===== config.mk =====
export PLATFORM = sky130hd
export DESIGN_NAME = sddr_dev_flat
export DESIGN_NICKNAME = d
export VERILOG_FILES = /design/src/inc/sddr_pkg.sv /design/src/inc/sddr_if.sv /design/src/core/sddr_dev.sv /design/src/flat_wrapper.sv
export VERILOG_INCLUDE_DIRS = /design/src /design/src/inc
export SDC_FILE = /design/constraint.sdc
export NUM_CORES = 1
export LEC_CHECK = 0
export ABC_CLOCK_PERIOD_IN_PS = 5350
export BUFFER_PORTS_ARGS = -buffer_cell sky130_fd_sc_hd__buf_2
export CORE_MARGIN = 2
export CORE_UTILIZATION = 35
export DETAILED_ROUTE_END_ITERATION = 10
export PLACE_DENSITY = 0.56
export SLEW_MARGIN = 20
export SYNTH_ARGS = -nofsm -noshare
export SYNTH_HDL_FRONTEND = slang
export SYNTH_SLANG_ARGS = --single-unit

===== constraint.sdc =====
create_clock -name clk -period 5.35 [get_ports clk]
set_clock_uncertainty 0.2 [all_clocks]
set_input_delay 0 -clock clk [delete_from_list [all_inputs] [get_ports clk]]
set_output_delay 0 -clock clk [all_outputs]
set_load 0.02 [all_outputs]

===== src/inc/sddr_defs.svh =====
// constants for the ddr sdram bank-state model: pin patterns, timings
// assumes a single 100 MHz clock shared by controller and device ends
`ifndef SDDR_DEFS_SVH
`define SDDR_DEFS_SVH

`define SDDR_ADDR_W        13
`define SDDR_BANKS         4
`define SDDR_AUTOCLOSE_BIT 10

// {row strobe, column strobe, write enable} with chip select low
`define SDDR_PAT_NOP     3'h7
`define SDDR_PAT_READ    3'h5
`define SDDR_PAT_WRITE   3'h4
`define SDDR_PAT_OPEN    3'h3
`define SDDR_PAT_CLOSE   3'h2
`define SDDR_PAT_REFRESH 3'h1
`define SDDR_PAT_MODE    3'h0

// interval times in ns, then whole clock cycles rounded up
`define SDDR_CLK_NS                 10
`define SDDR_PRECHARGE_TIME_NS      15
`define SDDR_OPEN_TO_COLUMN_NS      15
`define SDDR_WRITE_RECOVERY_TIME_NS 15
`define SDDR_ROW_CYCLE_TIME_NS      60
`define SDDR_MODE_SET_CYCLE_TIME_NS 20
`define SDDR_CEIL(t) (((t) + `SDDR_CLK_NS - 1) / `SDDR_CLK_NS)
`define SDDR_RP_CYC  `SDDR_CEIL(`SDDR_PRECHARGE_TIME_NS)
`define SDDR_RCD_CYC `SDDR_CEIL(`SDDR_OPEN_TO_COLUMN_NS)
`define SDDR_WR_CYC  `SDDR_CEIL(`SDDR_WRITE_RECOVERY_TIME_NS)
`define SDDR_RC_CYC  `SDDR_CEIL(`SDDR_ROW_CYCLE_TIME_NS)
`define SDDR_MRD_CYC `SDDR_CEIL(`SDDR_MODE_SET_CYCLE_TIME_NS)

// burst length in beats; two beats per clock
`define SDDR_BURST_LEN 4
`define SDDR_BURST_CYC (`SDDR_BURST_LEN / 2)

`endif


===== src/inc/sddr_pkg.sv =====
// types and pin codecs shared by both ends of the command link
// assumes sddr_defs.svh is on the include path
package sddr_pkg;
	`include "sddr_defs.svh"

	typedef enum logic [2:0] {
		SDDR_DESEL,
		SDDR_NOP,
		SDDR_READ,
		SDDR_WRITE,
		SDDR_OPEN,
		SDDR_CLOSE,
		SDDR_REFRESH,
		SDDR_MODE
	} sddr_cmd_e;

	typedef enum logic [3:0] {
		SDDR_BK_IDLE,
		SDDR_BK_OPENING,
		SDDR_BK_ACTIVE,
		SDDR_BK_READ,
		SDDR_BK_WRITE,
		SDDR_BK_READ_AC,
		SDDR_BK_WRITE_AC,
		SDDR_BK_WREC,
		SDDR_BK_WREC_AC,
		SDDR_BK_CLOSING
	} sddr_bank_e;

	typedef enum logic [1:0] {
		SDDR_GL_IDLE,
		SDDR_GL_REFRESH,
		SDDR_GL_MODE,
		SDDR_GL_SELF
	} sddr_glob_e;

	// unlisted pattern (HHL) is read as a no-op
	function automatic sddr_cmd_e sddr_decode(logic cs_n, logic [2:0] pat);
		sddr_cmd_e c;
		c = SDDR_NOP;
		if (cs_n) begin
			c = SDDR_DESEL;
		end else begin
			case (pat)
				`SDDR_PAT_READ:    c = SDDR_READ;
				`SDDR_PAT_WRITE:   c = SDDR_WRITE;
				`SDDR_PAT_OPEN:    c = SDDR_OPEN;
				`SDDR_PAT_CLOSE:   c = SDDR_CLOSE;
				`SDDR_PAT_REFRESH: c = SDDR_REFRESH;
				`SDDR_PAT_MODE:    c = SDDR_MODE;
				default:           c = SDDR_NOP;
			endcase
		end
		return c;
	endfunction

	function automatic logic [2:0] sddr_pattern(sddr_cmd_e c);
		logic [2:0] p;
		p = `SDDR_PAT_NOP;
		case (c)
			SDDR_READ:    p = `SDDR_PAT_READ;
			SDDR_WRITE:   p = `SDDR_PAT_WRITE;
			SDDR_OPEN:    p = `SDDR_PAT_OPEN;
			SDDR_CLOSE:   p = `SDDR_PAT_CLOSE;
			SDDR_REFRESH: p = `SDDR_PAT_REFRESH;
			SDDR_MODE:    p = `SDDR_PAT_MODE;
			default:      p = `SDDR_PAT_NOP;
		endcase
		return p;
	endfunction
endpackage

===== src/inc/sddr_if.sv =====
// command pins between the controller end and the device end
// assumes both ends sample on the rising edge of the shared clock
`include "sddr_defs.svh"
interface sddr_if (
	input wire logic clk
);
	logic                    cke;
	logic                    cs_n;
	logic                    ras_n;
	logic                    cas_n;
	logic                    we_n;
	logic [1:0]              bank_sel;
	logic [`SDDR_ADDR_W-1:0] addr;

	modport ctl (
		input  clk,
		output cke,
		output cs_n,
		output ras_n,
		output cas_n,
		output we_n,
		output bank_sel,
		output addr
	);

	modport dev (
		input clk,
		input cke,
		input cs_n,
		input ras_n,
		input cas_n,
		input we_n,
		input bank_sel,
		input addr
	);
endinterface


===== src/core/sddr_dev.sv =====
// device end: per-bank state tracking and command legality checking
// assumes pins come from logic on the same clock, so no synchroniser
//
// Notes on behaviour
// - commands decode from select and three strobes
// - autoclose burst runs out; other commands illegal
// - closing bank idles after precharge time unless a close lands on its last cycle
// - opening bank goes active after column delay
// - write recovery returns active; new write allowed
// - autoclose write recovery then enters closing
// - refresh blocks every command for row cycle
// - mode set blocks every command for cycle time
// - busy-bank command may go to another bank
// - refresh and mode set only all idle
// - no burst interrupt at burst length four; the model accepts a same-direction read or write mid-burst
// - interrupt only same direction, four-beat boundary
// - no read-write cross interruption ever
// - close shuts addressed bank, or all banks
// - refresh with clock enable low self-refreshes
module sddr_dev #(
	parameter int              CNT_W     = 8,
	parameter logic [CNT_W-1:0] RP_CYC    = CNT_W'(`SDDR_RP_CYC),
	parameter logic [CNT_W-1:0] RCD_CYC   = CNT_W'(`SDDR_RCD_CYC),
	parameter logic [CNT_W-1:0] WR_CYC    = CNT_W'(`SDDR_WR_CYC),
	parameter logic [CNT_W-1:0] RC_CYC    = CNT_W'(`SDDR_RC_CYC),
	parameter logic [CNT_W-1:0] MRD_CYC   = CNT_W'(`SDDR_MRD_CYC),
	parameter logic [CNT_W-1:0] BURST_CYC = CNT_W'(`SDDR_BURST_CYC)
) (
	input  wire logic              clk,
	input  wire logic              rst,
	sddr_if.dev                    pins,
	output logic                   cmd_illegal_q,
	output logic [`SDDR_BANKS-1:0] bank_fault_q,
	output logic [`SDDR_BANKS-1:0] bank_idle_q,
	output logic                   dev_busy_q,
	output logic                   self_refresh_q
);
	import sddr_pkg::*;

	localparam int NB = `SDDR_BANKS;

	// which commands each bank state accepts when aimed at it
	function automatic logic allowed(sddr_bank_e st, sddr_cmd_e c);
		logic ok;
		ok = 1'b0;
		case (st)
			SDDR_BK_IDLE:
				ok = (c != SDDR_READ) && (c != SDDR_WRITE);
			SDDR_BK_ACTIVE:
				ok = (c == SDDR_READ) || (c == SDDR_WRITE) ||
				     (c == SDDR_CLOSE);
			SDDR_BK_READ:
				ok = (c == SDDR_READ);
			SDDR_BK_WRITE, SDDR_BK_WREC:
				ok = (c == SDDR_WRITE);
			SDDR_BK_CLOSING:
				ok = (c == SDDR_CLOSE);
			default:
				ok = 1'b0;
		endcase
		return ok;
	endfunction

	// device-wide state: refresh, mode set, self refresh
	sddr_glob_e       glob_q;
	sddr_glob_e       glob_d;
	logic [CNT_W-1:0] gcnt_q;
	logic [CNT_W-1:0] gcnt_d;

	// command decode and bank targeting
	sddr_cmd_e        cmd_w;
	wire logic        ac_w;
	wire logic        none_w;
	wire logic        all_w;
	wire logic        glob_busy_w;
	wire logic        illegal_w;
	wire logic        take_w;
	logic [NB-1:0]    hit_w;
	logic [NB-1:0]    ok_w;
	logic [NB-1:0]    idle_d;

	assign cmd_w = sddr_decode(pins.cs_n,
	                           {pins.ras_n, pins.cas_n, pins.we_n});
	assign ac_w = pins.addr[`SDDR_AUTOCLOSE_BIT];
	assign none_w = (cmd_w == SDDR_NOP) || (cmd_w == SDDR_DESEL);
	// refresh and mode set touch every bank, so each must be idle
	assign all_w = (cmd_w == SDDR_REFRESH) || (cmd_w == SDDR_MODE) ||
	               ((cmd_w == SDDR_CLOSE) && ac_w);
	assign glob_busy_w = glob_q != SDDR_GL_IDLE;
	// any non-no-op during refresh, mode set or self refresh is flagged
	assign illegal_w = !none_w &&
	                   (glob_busy_w || |(hit_w & ~ok_w));
	// illegal commands are dropped so they never change bank or device state
	assign take_w = !none_w && !illegal_w;

	// device-wide next state and interval timer
	always_comb begin
		glob_d = glob_q;
		gcnt_d = (gcnt_q != '0) ? gcnt_q - 1'b1 : gcnt_q;
		unique case (glob_q)
			SDDR_GL_IDLE: begin
				if (take_w && (cmd_w == SDDR_REFRESH)) begin
					glob_d = pins.cke ? SDDR_GL_REFRESH : SDDR_GL_SELF;
					gcnt_d = RC_CYC;
				end else if (take_w && (cmd_w == SDDR_MODE)) begin
					glob_d = SDDR_GL_MODE;
					gcnt_d = MRD_CYC;
				end
			end
			SDDR_GL_REFRESH, SDDR_GL_MODE: begin
				if (gcnt_q == CNT_W'(1)) begin
					glob_d = SDDR_GL_IDLE;
				end
			end
			SDDR_GL_SELF: begin
				// exit timing is left to the controller
				if (pins.cke) begin
					glob_d = SDDR_GL_IDLE;
				end
			end
		endcase
	end

	always_ff @(posedge clk) begin
		if (rst) begin
			glob_q <= SDDR_GL_IDLE;
			gcnt_q <= '0;
		end else begin
			glob_q <= glob_d;
			gcnt_q <= gcnt_d;
		end
	end

	// one tracker per bank
	for (genvar b = 0; b < NB; b++) begin : g_bank
		sddr_bank_e       st_q;
		sddr_bank_e       st_d;
		logic [CNT_W-1:0] cnt_q;
		logic [CNT_W-1:0] cnt_d;

		assign hit_w[b] = !none_w &&
		                  (all_w || (pins.bank_sel == 2'(b)));
		assign ok_w[b] = allowed(st_q, cmd_w);
		assign idle_d[b] = st_d == SDDR_BK_IDLE;

		// a legal open, read or write, or a close of an active bank, restarts the bank; else the timer runs out
		always_comb begin
			st_d = st_q;
			cnt_d = (cnt_q != '0) ? cnt_q - 1'b1 : cnt_q;
			if (take_w && hit_w[b]) begin
				case (cmd_w)
					SDDR_OPEN: begin
						st_d = SDDR_BK_OPENING;
						cnt_d = RCD_CYC;
					end
					SDDR_READ: begin
						st_d = ac_w ? SDDR_BK_READ_AC : SDDR_BK_READ;
						cnt_d = BURST_CYC;
					end
					SDDR_WRITE: begin
						st_d = ac_w ? SDDR_BK_WRITE_AC : SDDR_BK_WRITE;
						cnt_d = BURST_CYC;
					end
					SDDR_CLOSE: begin
						// closing an idle bank is a no-op; on a closing bank too, unless it lands on the last cycle, which leaves the bank stuck closing
						if (st_q == SDDR_BK_ACTIVE) begin
							st_d = SDDR_BK_CLOSING;
							cnt_d = RP_CYC;
						end
					end
					default: begin
					end
				endcase
			end else if (cnt_q == CNT_W'(1)) begin
				case (st_q)
					SDDR_BK_OPENING, SDDR_BK_READ, SDDR_BK_WREC:
						st_d = SDDR_BK_ACTIVE;
					SDDR_BK_WRITE: begin
						st_d = SDDR_BK_WREC;
						cnt_d = WR_CYC;
					end
					SDDR_BK_WRITE_AC: begin
						st_d = SDDR_BK_WREC_AC;
						cnt_d = WR_CYC;
					end
					SDDR_BK_READ_AC, SDDR_BK_WREC_AC: begin
						st_d = SDDR_BK_CLOSING;
						cnt_d = RP_CYC;
					end
					SDDR_BK_CLOSING:
						st_d = SDDR_BK_IDLE;
					default: begin
					end
				endcase
			end
		end

		always_ff @(posedge clk) begin
			if (rst) begin
				st_q <= SDDR_BK_IDLE;
				cnt_q <= '0;
			end else begin
				st_q <= st_d;
				cnt_q <= cnt_d;
			end
		end
	end

	// registered status, one cycle behind the sampled command
	always_ff @(posedge clk) begin
		if (rst) begin
			cmd_illegal_q <= 1'b0;
			bank_fault_q <= '0;
			bank_idle_q <= '1;
			dev_busy_q <= 1'b0;
			self_refresh_q <= 1'b0;
		end else begin
			cmd_illegal_q <= illegal_w;
			bank_fault_q <= none_w ? '0 : (hit_w & ~ok_w);
			bank_idle_q <= idle_d;
			dev_busy_q <= glob_d != SDDR_GL_IDLE;
			self_refresh_q <= glob_d == SDDR_GL_SELF;
		end
	end
endmodule


===== src/flat_wrapper.sv =====
// flat-port wrapper written by rule: the top's interface ports become plain ports
module sddr_dev_flat import sddr_pkg::*;
#(
	parameter int              CNT_W     = 8,
	parameter logic [CNT_W-1:0] RP_CYC    = CNT_W'(`SDDR_RP_CYC),
	parameter logic [CNT_W-1:0] RCD_CYC   = CNT_W'(`SDDR_RCD_CYC),
	parameter logic [CNT_W-1:0] WR_CYC    = CNT_W'(`SDDR_WR_CYC),
	parameter logic [CNT_W-1:0] RC_CYC    = CNT_W'(`SDDR_RC_CYC),
	parameter logic [CNT_W-1:0] MRD_CYC   = CNT_W'(`SDDR_MRD_CYC),
	parameter logic [CNT_W-1:0] BURST_CYC = CNT_W'(`SDDR_BURST_CYC)
)
  (clk, rst, cmd_illegal_q, bank_fault_q, bank_idle_q, dev_busy_q, self_refresh_q, pins_cke, pins_cs_n, pins_ras_n, pins_cas_n, pins_we_n, pins_bank_sel, pins_addr);
  sddr_if pins_i (.clk(clk));
  input  wire logic clk;
  input  wire logic rst;
  output logic cmd_illegal_q;
  output logic [`SDDR_BANKS-1:0] bank_fault_q;
  output logic [`SDDR_BANKS-1:0] bank_idle_q;
  output logic dev_busy_q;
  output logic self_refresh_q;
  input wire logic [$bits(pins_i.cke)-1:0] pins_cke;
  input wire logic [$bits(pins_i.cs_n)-1:0] pins_cs_n;
  input wire logic [$bits(pins_i.ras_n)-1:0] pins_ras_n;
  input wire logic [$bits(pins_i.cas_n)-1:0] pins_cas_n;
  input wire logic [$bits(pins_i.we_n)-1:0] pins_we_n;
  input wire logic [$bits(pins_i.bank_sel)-1:0] pins_bank_sel;
  input wire logic [$bits(pins_i.addr)-1:0] pins_addr;
  assign pins_i.cke = pins_cke;
  assign pins_i.cs_n = pins_cs_n;
  assign pins_i.ras_n = pins_ras_n;
  assign pins_i.cas_n = pins_cas_n;
  assign pins_i.we_n = pins_we_n;
  assign pins_i.bank_sel = pins_bank_sel;
  assign pins_i.addr = pins_addr;
  sddr_dev #(.CNT_W(CNT_W), .RP_CYC(RP_CYC), .RCD_CYC(RCD_CYC), .WR_CYC(WR_CYC), .RC_CYC(RC_CYC), .MRD_CYC(MRD_CYC), .BURST_CYC(BURST_CYC)) u_core (.clk(clk), .rst(rst), .pins(pins_i), .cmd_illegal_q(cmd_illegal_q), .bank_fault_q(bank_fault_q), .bank_idle_q(bank_idle_q), .dev_busy_q(dev_busy_q), .self_refresh_q(self_refresh_q));
endmodule

==> results.yml, run 1 <==
job:
  maxCapViolations: 0
drt:
  drt_iter0_drc: 214
  vias_per_cell: 5.59
  drtPass1Iterations: 4
  drc: 0
  avgRoutedWirePerCell_um: 15.0
  drtAntennaViolNets: 0
  dr_total_vias: 4094
  routed_wl_um: 11000
finish:
  n_antenna_cell: 0
  finalNetCount: 593
  nFillCells: 1287
  drive_gt1_share_pct: 10.2
  synthToLayoutAreaGrowth_pct: 11.6
worst_setup_path:
  r2r-end: "u_core.g_bank[3].cnt_q[6]$_SDFF_PP0_"
  worstSetupPathDepth: 10
  crit_fanout: 11
  reg2reg_slack_ns: 2.12
  cp_num_buf_inv: 3
  endpoint_kind: "flop"
  cp_cell_sequence: "dlygate4sd3_1 > buf_2 > or4b_4 > a211o_1 > a211o_1 > a32oi_4 > and3_1 > nand3_1 > dlygate4sd3_1 > a21oi_1"
  reg2reg_depth: 7
  max_stage_delay_ns: 0.60
  crit_path_start_kind: "primary input"
  cpLargestDelayFamily: "buffers and inverters"
  crit_path_top_delay_cell: "or4b_4"
  r2r_start: "u_core.g_bank[2].st_q[1]$_SDFF_PP0_"
  crit_type: "primary input to flop"
  required_ns: 5.42
  crit_arrival_ns: 3.56
pwr:
  power_density_mw_per_mm2: 469
  p_leak_uw: 0.00184
  peakVddDrop_v: 0.000222
min_path:
  min_path_type: "primary input to flop"
  min_to: "u_core.cmd_illegal_q$_SDFF_PP0_"
  worstHoldPathCells: 3
  min_from: "pins_cs_n"
synthesis:
  synth_area_leaders: "dfxtp_1, xnor2_1, nor4_1"
  yosysTopAreaCell: "dfxtp_1"
  synth_compound_area_share_pct: 19.1
  synth-seq-area-share_pct: 30.9
  synthSimpleGateAreaFrac_pct: 30.9
  synthCells: 556
  ys_types: 75
  ys_ff_latch: 69
  syn_nets: 591
  synth-adder-area-share_pct: 3.64
  synthMuxAreaShare_pct: 3.22
  postSynthAreaPerCell_um2: 8.04
  synth_edf_count: 0
  synthArstFlopShare_pct: 0
  synth_top_family_by_area: "simple AND/OR/NAND/NOR gates"
  yosysWarnings: 0
  synth_ff_type: "dfxtp_1"
  synth_xor_area_share_pct: 6.86
  netlist.area_leader.share_pct: 30.9
  syn_area_mm2: 0.00447
floorplanning:
  ioPinCount: 33
  die_x_um: 117
  num_rows: 41
  fp.dieH_um: 117
  core_mm2: 0.0126
  initial_utilization_pct: 35.6
  dieArea_mm2: 0.0137
clock_network:
  cts_setup_buffers: 0
  clock-sinks: 69
  numCtsBuffers: 9
  clockBufferDepth: 2
  clockRootBuffer: "clkbuf_16"
  cts_tree: "built"
  clkLatencyLatePin_ns: 0.34
  htree_levels: 3
  clk_pin_slew_worst_paths_ns: 0.06
place:
  port_buffers: 20
  hpwl_um: 7520
  place.gp.congestion: 0.849
global_route:
  first_global_vias: 3827
  grt_max_degree: 59
  grt_overflow: 0
  antenna_found_initial: 0
  grt_pass1_wl_um: 18400
  grt_usage_pct: 16.9
timing:
  relSlewSlack_pct: 31.6
  min_period_ns: 3.49
  fin_crit_sh_pct: 65.3
  tightest_slew_ns: 1.02
  tns_ns: 0
  rsz0062_at_grt: "false"
  max_freq_mhz: 286
  final_max_slew_viol_count: 0
  hold_ws_ns: 0.0480
  setup_viol: 0
  hold_viol: 0
run_status:
  status: "complete, no violations"
## flip-flops by register name (all words and copies together) (netlist names)
register	cells
u_core.self_refresh_q	1
u_core.glob_q	2
u_core.bank_fault_q	4
u_core.dev_busy_q	1
u_core.g_bank.st_q	16
u_core.cmd_illegal_q	1
u_core.g_bank.cnt_q	32
u_core.bank_idle_q	4
u_core.gcnt_q	8
## synth_stat cells, types with 13 or more instances
cell type / number
nor3_1: 22
ha_1: 13
dfxtp_1: 69
nor2_1: 46
a21oi_1: 32
inv_1: 22
a211oi_1: 13
clkbuf_1: 28
xnor2_1: 28
nand3_1: 16
nor4_1: 39
o21ai_0: 17
nand2_1: 36
## routing by layer
| metal | vias up | GRT usage, % | wire, um |
|---|---|---|---|
| met5 | - | 0 | 0 |
| met4 | 0 | 5.33 | 135 |
| li1 | 2045 | - | - |
| met2 | 72 | 28.1 | 5250 |
| met3 | 12 | 5.05 | 442 |
| met1 | 1965 | 21.0 | 5140 |
## cells in the final DEF, fill, tap and decap left out, types with 4 or more instances in the layout
cell type and n:
nor2b_1 10, xnor2_1 28, nand2b_1 10, inv_1 22, o31ai_1 5, a211o_1 5
buf_2 20, nor2_1 46, xor2_1 7, and2_1 10, nor4_1 39, a21oi_1 32
o21a_1 9, nor3b_1 10, nand4_1 4, dfxtp_1 69, clkbuf_16 9, buf_4 4
or3_1 8, nand3_1 16, o2bb2ai_1 4, nand2_1 36, mux2_2 5, mux2i_1 6
and3_1 10, nor3_1 22, a211oi_1 13, ha_1 13, o21ai_0 17
## area by class of cell
cell class	instances	area, um^2	area share (%)
multi-input cells	428	2850	57.1
well taps	172	215	4.31
inverters	23	86.3	1.73
flip-flops and latches	69	1380	27.7
repair buffers	27	160	3.21
clock inverters	1	30.0	0.602
clock buffers	13	270	5.41
## kinds of logic (layout without fill, tap and decap cells)
kind of cell | count (synthesis) | after routing
fa+ha+maj | 13 | 13
buf+inv | 59 | 64
compound gates | 120 | 120
simple gates | 247 | 247
mux | 13 | 13
xor+xnor | 35 | 35
flops | 69 | 69
## per-stage QoR
step	area (um^2)	instances	total power, uW	setup slack [ns]	util, %
2_1_floorplan	4470	556	1540	2.69	-
3_3_place_gp	4660	716	1700	2.11	37.1
3_5_place_dp	4660	716	1730	2.06	37.1
4_1_cts	4990	733	2360	1.85	39.7
5_1_grt	4990	733	2530	1.65	39.7
6_report	4990	733	2340	1.86	39.7
## worst max path at each step
| stage | start | endpoint | slack [ns] |
|---|---|---|---|
| global placement | pins_we_n | u_core.g_bank[3].cnt_q[1]$_SDFF_PP0_ | 2.11 |
| CTS | pins_we_n | u_core.g_bank[3].cnt_q[1]$_SDFF_PP0_ | 1.85 |
| floorplan | pins_cs_n | u_core.g_bank[3].cnt_q[2]$_SDFF_PP0_ | 2.69 |
| global route | pins_we_n | u_core.g_bank[3].cnt_q[6]$_SDFF_PP0_ | 1.65 |
| detailed placement | pins_we_n | u_core.g_bank[3].cnt_q[5]$_SDFF_PP0_ | 2.06 |
| finish | pins_we_n | u_core.gcnt_q[2]$_SDFF_PP0_ | 1.86 |
## worst register-to-register path, cell delays in order (launching register included)
cell and delay, ns:
dfxtp_1 0.62, or4bb_1 0.44, o2111ai_1 0.11, a2bb2oi_1 0.12
a211oi_1 0.38, and3_1 0.41, mux2i_1 0.67, nor4_1 0.12
## power breakdown
part           switching, uW  internal, uW
Combinational            515           434
Clock                    218           394
Sequential               137           642
## what timing repair did
action	4_1_cts	5_1_grt
resized for setup	0	0
hold endpoints to repair	3	0
hold buffers	3	0
Power figures use the tool's default switching activity.
==> run 2: changes to the inputs <==
--- a/config.mk
+++ b/config.mk
@@ -6,12 +6,12 @@
 export SDC_FILE = /design/constraint.sdc
 export NUM_CORES = 1
 export LEC_CHECK = 0
-export ABC_CLOCK_PERIOD_IN_PS = 5350
+export ABC_CLOCK_PERIOD_IN_PS = 3200
 export BUFFER_PORTS_ARGS = -buffer_cell sky130_fd_sc_hd__buf_2
 export CORE_MARGIN = 2
 export CORE_UTILIZATION = 35
 export DETAILED_ROUTE_END_ITERATION = 10
-export PLACE_DENSITY = 0.56
+export PLACE_DENSITY = 0.58
 export SLEW_MARGIN = 20
 export SYNTH_ARGS = -nofsm -noshare
 export SYNTH_HDL_FRONTEND = slang
==> constraint.sdc (replaced) <==
create_clock -name clk -period 3.2 [get_ports clk]
set_clock_uncertainty 0.2 [all_clocks]
set_input_delay 0 -clock clk [delete_from_list [all_inputs] [get_ports clk]]
set_output_delay 0 -clock clk [all_outputs]
set_load 0.02 [all_outputs]
==> results.yml, run 2 (same netlist as run 1, synthesis figures left out) <==
floorplanning:
  fp.dieH_um: 117
  dieArea_mm2: 0.0137
  ioPinCount: 33
  num_rows: 41
  core_mm2: 0.0126
  initial_utilization_pct: 35.6
  die_x_um: 117
worst_setup_path:
  crit_type: "primary input to flop"
  required_ns: 3.19
  crit_arrival_ns: 3.05
  crit_path_start_kind: "primary input"
  cp_cell_sequence: "dlygate4sd3_1 > buf_2 > or4b_4 > a211o_1 > a211o_1 > a32oi_4 > and4_2 > mux2i_4 > nor4_1"
  reg2reg_slack_ns: 0.41
  crit_path_top_delay_cell: "or4b_4"
  cpMostUsedCell: "a211o_1"
  crit_fanout: 10
  endpoint_kind: "flop"
  max_stage_delay_ns: 0.55
clock_network:
  htree_levels: 3
  clk_pin_slew_worst_paths_ns: 0.06
  clkLatencyLatePin_ns: 0.34
  cts_tree: "built"
  clock-sinks: 69
  clockBufferDepth: 2
  clockRootBuffer: "clkbuf_16"
  numCtsBuffers: 9
global_route:
  grt_overflow: 0
  grt_pass1_wl_um: 18500
  grt_usage_pct: 17.1
  first_global_vias: 3870
  grt_max_degree: 34
  antenna_found_initial: 0
job:
  maxCapViolations: 0
finish:
  nFillCells: 1280
  drive_gt1_share_pct: 14.7
  final_cell_mix: "dfxtp_1, nor2_1, nand2_1, nor4_1, a21oi_1"
  largest_register_ffs: 32
  reg_top3: "u_core.g_bank.cnt_q x32, u_core.g_bank.st_q x16, u_core.gcnt_q x8"
  final_common_cell: "dfxtp_1"
  finalNetCount: 622
  final_cell_area_mm2: 0.00521
  n_antenna_cell: 0
  synthToLayoutAreaGrowth_pct: 16.5
  top_register: "u_core.g_bank.cnt_q"
timing:
  fin_crit_sh_pct: 95.6
  worst_slack_ns: 0.140
  setup_viol: 0
  tightest_slew_ns: 0.813
  relSlewSlack_pct: 45.3
  final_max_slew_viol_count: 0
  max_freq_mhz: 327
  rsz0062_at_grt: "true"
  hold_viol: 0
  hold_ws_ns: 0.109
  min_period_ns: 3.06
  tns_ns: 0
place:
  port_buffers: 20
  pre_cts_slack_ns: 0.216
  place_area_mm2: 0.00484
  hpwl_um: 7920
  place.gp.congestion: 0.823
drt:
  avgRoutedWirePerCell_um: 14.6
  drc: 0
  drtPass1Iterations: 4
  routed_wl_um: 11100
  drtAntennaViolNets: 0
  vias_per_cell: 5.48
  dr_total_vias: 4178
  drt_iter0_drc: 212
pwr:
  power_density_mw_per_mm2: 740
  peakVddDrop_v: 0.000437
  p_leak_uw: 0.00198
min_path:
  min_path_type: "primary input to flop"
run_status:
  status: "complete, no violations"
## run 2: metrics by stage
step / std cells / total power, uW / util (%)
after CTS: 761 / 3880 / 41.1
after global placement: 740 / 2880 / 38.5
after floorplan: 556 / 2580 / -
final: 763 / 3860 / 41.5
after detailed placement: 740 / 2950 / 38.5
after global routing: 763 / 4180 / 41.5
## run 2: layer usage
layer | routed length (um) | global-route usage (%)
met2 | 5070 | 27.5
met5 | 0 | 0
met1 | 5320 | 22.2
met4 | 323 | 8.71
met3 | 407 | 3.09
## run 2: area by class of cell
cell class	instances	area [um^2]	share of cell area, %
multi-input cells	428	2880	55.3
flip-flops and latches	69	1380	26.5
repair buffers	56	385	7.39
clock buffers	13	250	4.80
well taps	172	215	4.13
inverters	23	86.3	1.66
clock inverters	2	10.0	0.192
## run 2: where the power goes
part	total [uW]	internal, uW	switching, uW	leakage, uW
Sequential	1280	1070	202	0.000567
Combinational	1680	783	900	0.00128
Clock	898	539	359	0.000129
## run 2: worst paths after layout
path,startpoint,endpoint,cells past startpoint
worst max-delay path,pins_cs_n,u_core.g_bank[2].cnt_q[4]$_SDFF_PP0_,9
worst min-delay path,pins_ras_n,u_core.gcnt_q[1]$_SDFF_PP0_,5
worst max register to register,u_core.g_bank[3].st_q[3]$_SDFF_PP0_,u_core.g_bank[2].st_q[1]$_SDFF_PP0_,8
worst min register to register,u_core.gcnt_q[3]$_SDFF_PP0_,u_core.gcnt_q[3]$_SDFF_PP0_,2
## run 2: what timing repair did
item                                    4_1_cts  5_1_grt
hold endpoints to repair                     10        0
hold buffers                                  6        0
endpoints found under the setup margin        0       15
gates resized for setup                       0        7
buffers inserted                              0        2
## run 2: critical path, delay by kind of cell
| family | cells | cell delay (ns) |
|---|---|---|
| AOI/OAI and AO/OA | 3 | 0.93 |
| buffers and inverters | 2 | 0.70 |
| muxes | 1 | 0.37 |
| and+or+nand+nor | 3 | 1.04 |
==> run 3: changes to the inputs <==
--- a/config.mk
+++ b/config.mk
@@ -8,11 +8,11 @@
 export LEC_CHECK = 0
 export ABC_CLOCK_PERIOD_IN_PS = 3200
 export BUFFER_PORTS_ARGS = -buffer_cell sky130_fd_sc_hd__buf_2
-export CORE_MARGIN = 2
 export CORE_UTILIZATION = 35
 export DETAILED_ROUTE_END_ITERATION = 10
 export PLACE_DENSITY = 0.58
-export SLEW_MARGIN = 20
+export RECOVER_POWER = 25
+export SLEW_MARGIN = 25
 export SYNTH_ARGS = -nofsm -noshare
 export SYNTH_HDL_FRONTEND = slang
 export SYNTH_SLANG_ARGS = --single-unit
==> results.yml, run 3 (same netlist as run 1, synthesis figures left out) <==
run_status:
  status: "complete, no violations"
global_route:
  met3_usage_pct: 4.27
  grt_max_degree: 36
  busiest_layer: "met2"
  gr-usage-met1_pct: 23.0
  grt_pass1_wl_um: 19200
  antenna_found_initial: 0
  grt_use_met2_pct: 30.5
  grt_usage_pct: 18.3
  first_global_vias: 3997
  grt_overflow: 0
floorplanning:
  die_x_um: 115
  fp.dieH_um: 115
  core_mm2: 0.0122
  dieArea_mm2: 0.0132
  initial_utilization_pct: 36.6
  num_rows: 40
  ioPinCount: 33
worst_setup_path:
  cpLargestDelayFamily: "simple AND/OR/NAND/NOR gates"
  crit_fanout: 8
  required_ns: 3.23
  endpoint_kind: "flop"
  crit_path_start_kind: "primary input"
  crit_arrival_ns: 3.04
  crit_path_top_delay_cell: "or4b_4"
  cpMostUsedCell: "a211o_1"
  r2r_start: "u_core.g_bank[1].st_q[2]$_SDFF_PP0_"
  max_stage_delay_ns: 0.54
  crit_end: "u_core.glob_q[1]$_SDFF_PP0_"
  r2r-end: "u_core.glob_q[1]$_SDFF_PP0_"
  reg2reg_depth: 7
  crit_type: "primary input to flop"
  startpoint: "pins_we_n"
  cp_num_buf_inv: 2
  reg2reg_slack_ns: 0.33
  worstSetupPathDepth: 9
  cp_cell_sequence: "dlygate4sd3_1 > clkbuf_1 > or4b_4 > a211o_1 > a211o_1 > a32oi_4 > and3_1 > nand3_1 > mux2_2"
clock_network:
  clk_pin_slew_worst_paths_ns: 0.05
  numCtsBuffers: 9
  clockBufferDepth: 2
  cts_tree: "built"
  clock-sinks: 69
  htree_levels: 3
  clockRootBuffer: "clkbuf_16"
  clkLatencyLatePin_ns: 0.34
finish:
  n_antenna_cell: 0
  finalNetCount: 613
  top_register: "u_core.g_bank.cnt_q"
  final_common_cell: "dfxtp_1"
  nFillCells: 1272
  synthToLayoutAreaGrowth_pct: 14.2
  multiInputGateArea_mm2: 0.00286
  reg_top3: "u_core.g_bank.cnt_q x32, u_core.g_bank.st_q x16, u_core.gcnt_q x8"
  utilization_pct: 41.8
  final_cell_mix: "dfxtp_1, nor2_1, nor4_1"
  largest_register_ffs: 32
  final-seq-area_mm2: 0.00138
  drive_gt1_share_pct: 11.1
place:
  port_buffers: 20
  place.gp.congestion: 0.822
  hpwl_um: 8000
  pre_cts_slack_ns: 0.253
drt:
  avgRoutedWirePerCell_um: 15.1
  drt_iter0_drc: 226
  routed_wl_um: 11300
  dr_total_vias: 4238
  drc: 0
  vias_per_cell: 5.64
  drtAntennaViolNets: 0
  drtPass1Iterations: 5
timing:
  final_max_slew_viol_count: 0
  hold_viol: 0
  min_period_ns: 3.01
  setup_viol: 0
  rsz0062_at_grt: "false"
  fin_crit_sh_pct: 94.0
  tns_ns: 0
  max_freq_mhz: 332
  tightest_slew_ns: 0.687
  relSlewSlack_pct: 53.8
  worst_slack_ns: 0.191
min_path:
  min_path_type: "primary input to flop"
  worstHoldPathCells: 4
job:
  maxCapViolations: 0
pwr:
  p_leak_uw: 0.00189
  peakVddDrop_v: 0.000491
  fin_total_pwr_uw: 3880
  power_density_mw_per_mm2: 760
-- run 3: how the worst min path moves through the flow --
stage,start,endpoint,slack [ns]
4_1_cts,pins_cs_n,u_core.gcnt_q[2]$_SDFF_PP0_,0.002
3_3_place_gp,pins_cke,u_core.glob_q[1]$_SDFF_PP0_,0.19
2_1_floorplan,pins_cke,u_core.glob_q[1]$_SDFF_PP0_,0.06
3_5_place_dp,u_core.bank_fault_q[1]$_SDFF_PP0_,bank_fault_q[1],0.22
6_report,pins_cs_n,u_core.gcnt_q[2]$_SDFF_PP0_,0.01
5_1_grt,pins_cs_n,u_core.cmd_illegal_q$_SDFF_PP0_,0.04
-- run 3: tightest hold or removal path: cells and delay by family --
family | cells | cell delay [ns]
and+or+nand+nor | 2 | 0.25
buffers and inverters | 1 | 0.19
AOI/OAI and AO/OA | 1 | 0.06
-- run 3: per-layer routing --
layer	wire length [um]	share of wire (%)
met5	0	0
met4	203	1.8
met3	551	4.9
met2	5320	47
met1	5260	46
-- run 3: stage by stage --
stage                     area, um^2  hold WS [ns]  std cells
after floorplan                 4470        0.0586        556
after global placement          4810         0.191        732
after detailed placement        4810         0.215        732
after CTS                       5120       0.00197        751
after global routing            5100        0.0374        751
final                           5100        0.0135        751
-- run 3: where the power goes --
group	leakage, uW	internal [uW]	switching (uW)	total, uW
logic	0.00118	758	894	1650
clock network	0.000138	562	372	934
registers	0.000567	1070	221	1290
total	0.00189	2390	1490	3880
-- run 3: cell type report --
cell class	count	share of cell area [%]
Clock buffer	12	5.02
Clock inverter	4	0.441
Inverter	23	1.69
Multi-Input combinational cell	428	56.0
Sequential cell	69	27.1
Tap cell	168	4.12
Timing Repair Buffer	47	5.64
-- run 3: timing repair --
item | CTS | global route
setup buffers | 0 | 0
resized for setup | 0 | 3
endpoints found under the setup margin | 0 | 7
hold buffers | 3 | 0
hold endpoints to repair | 6 | 0
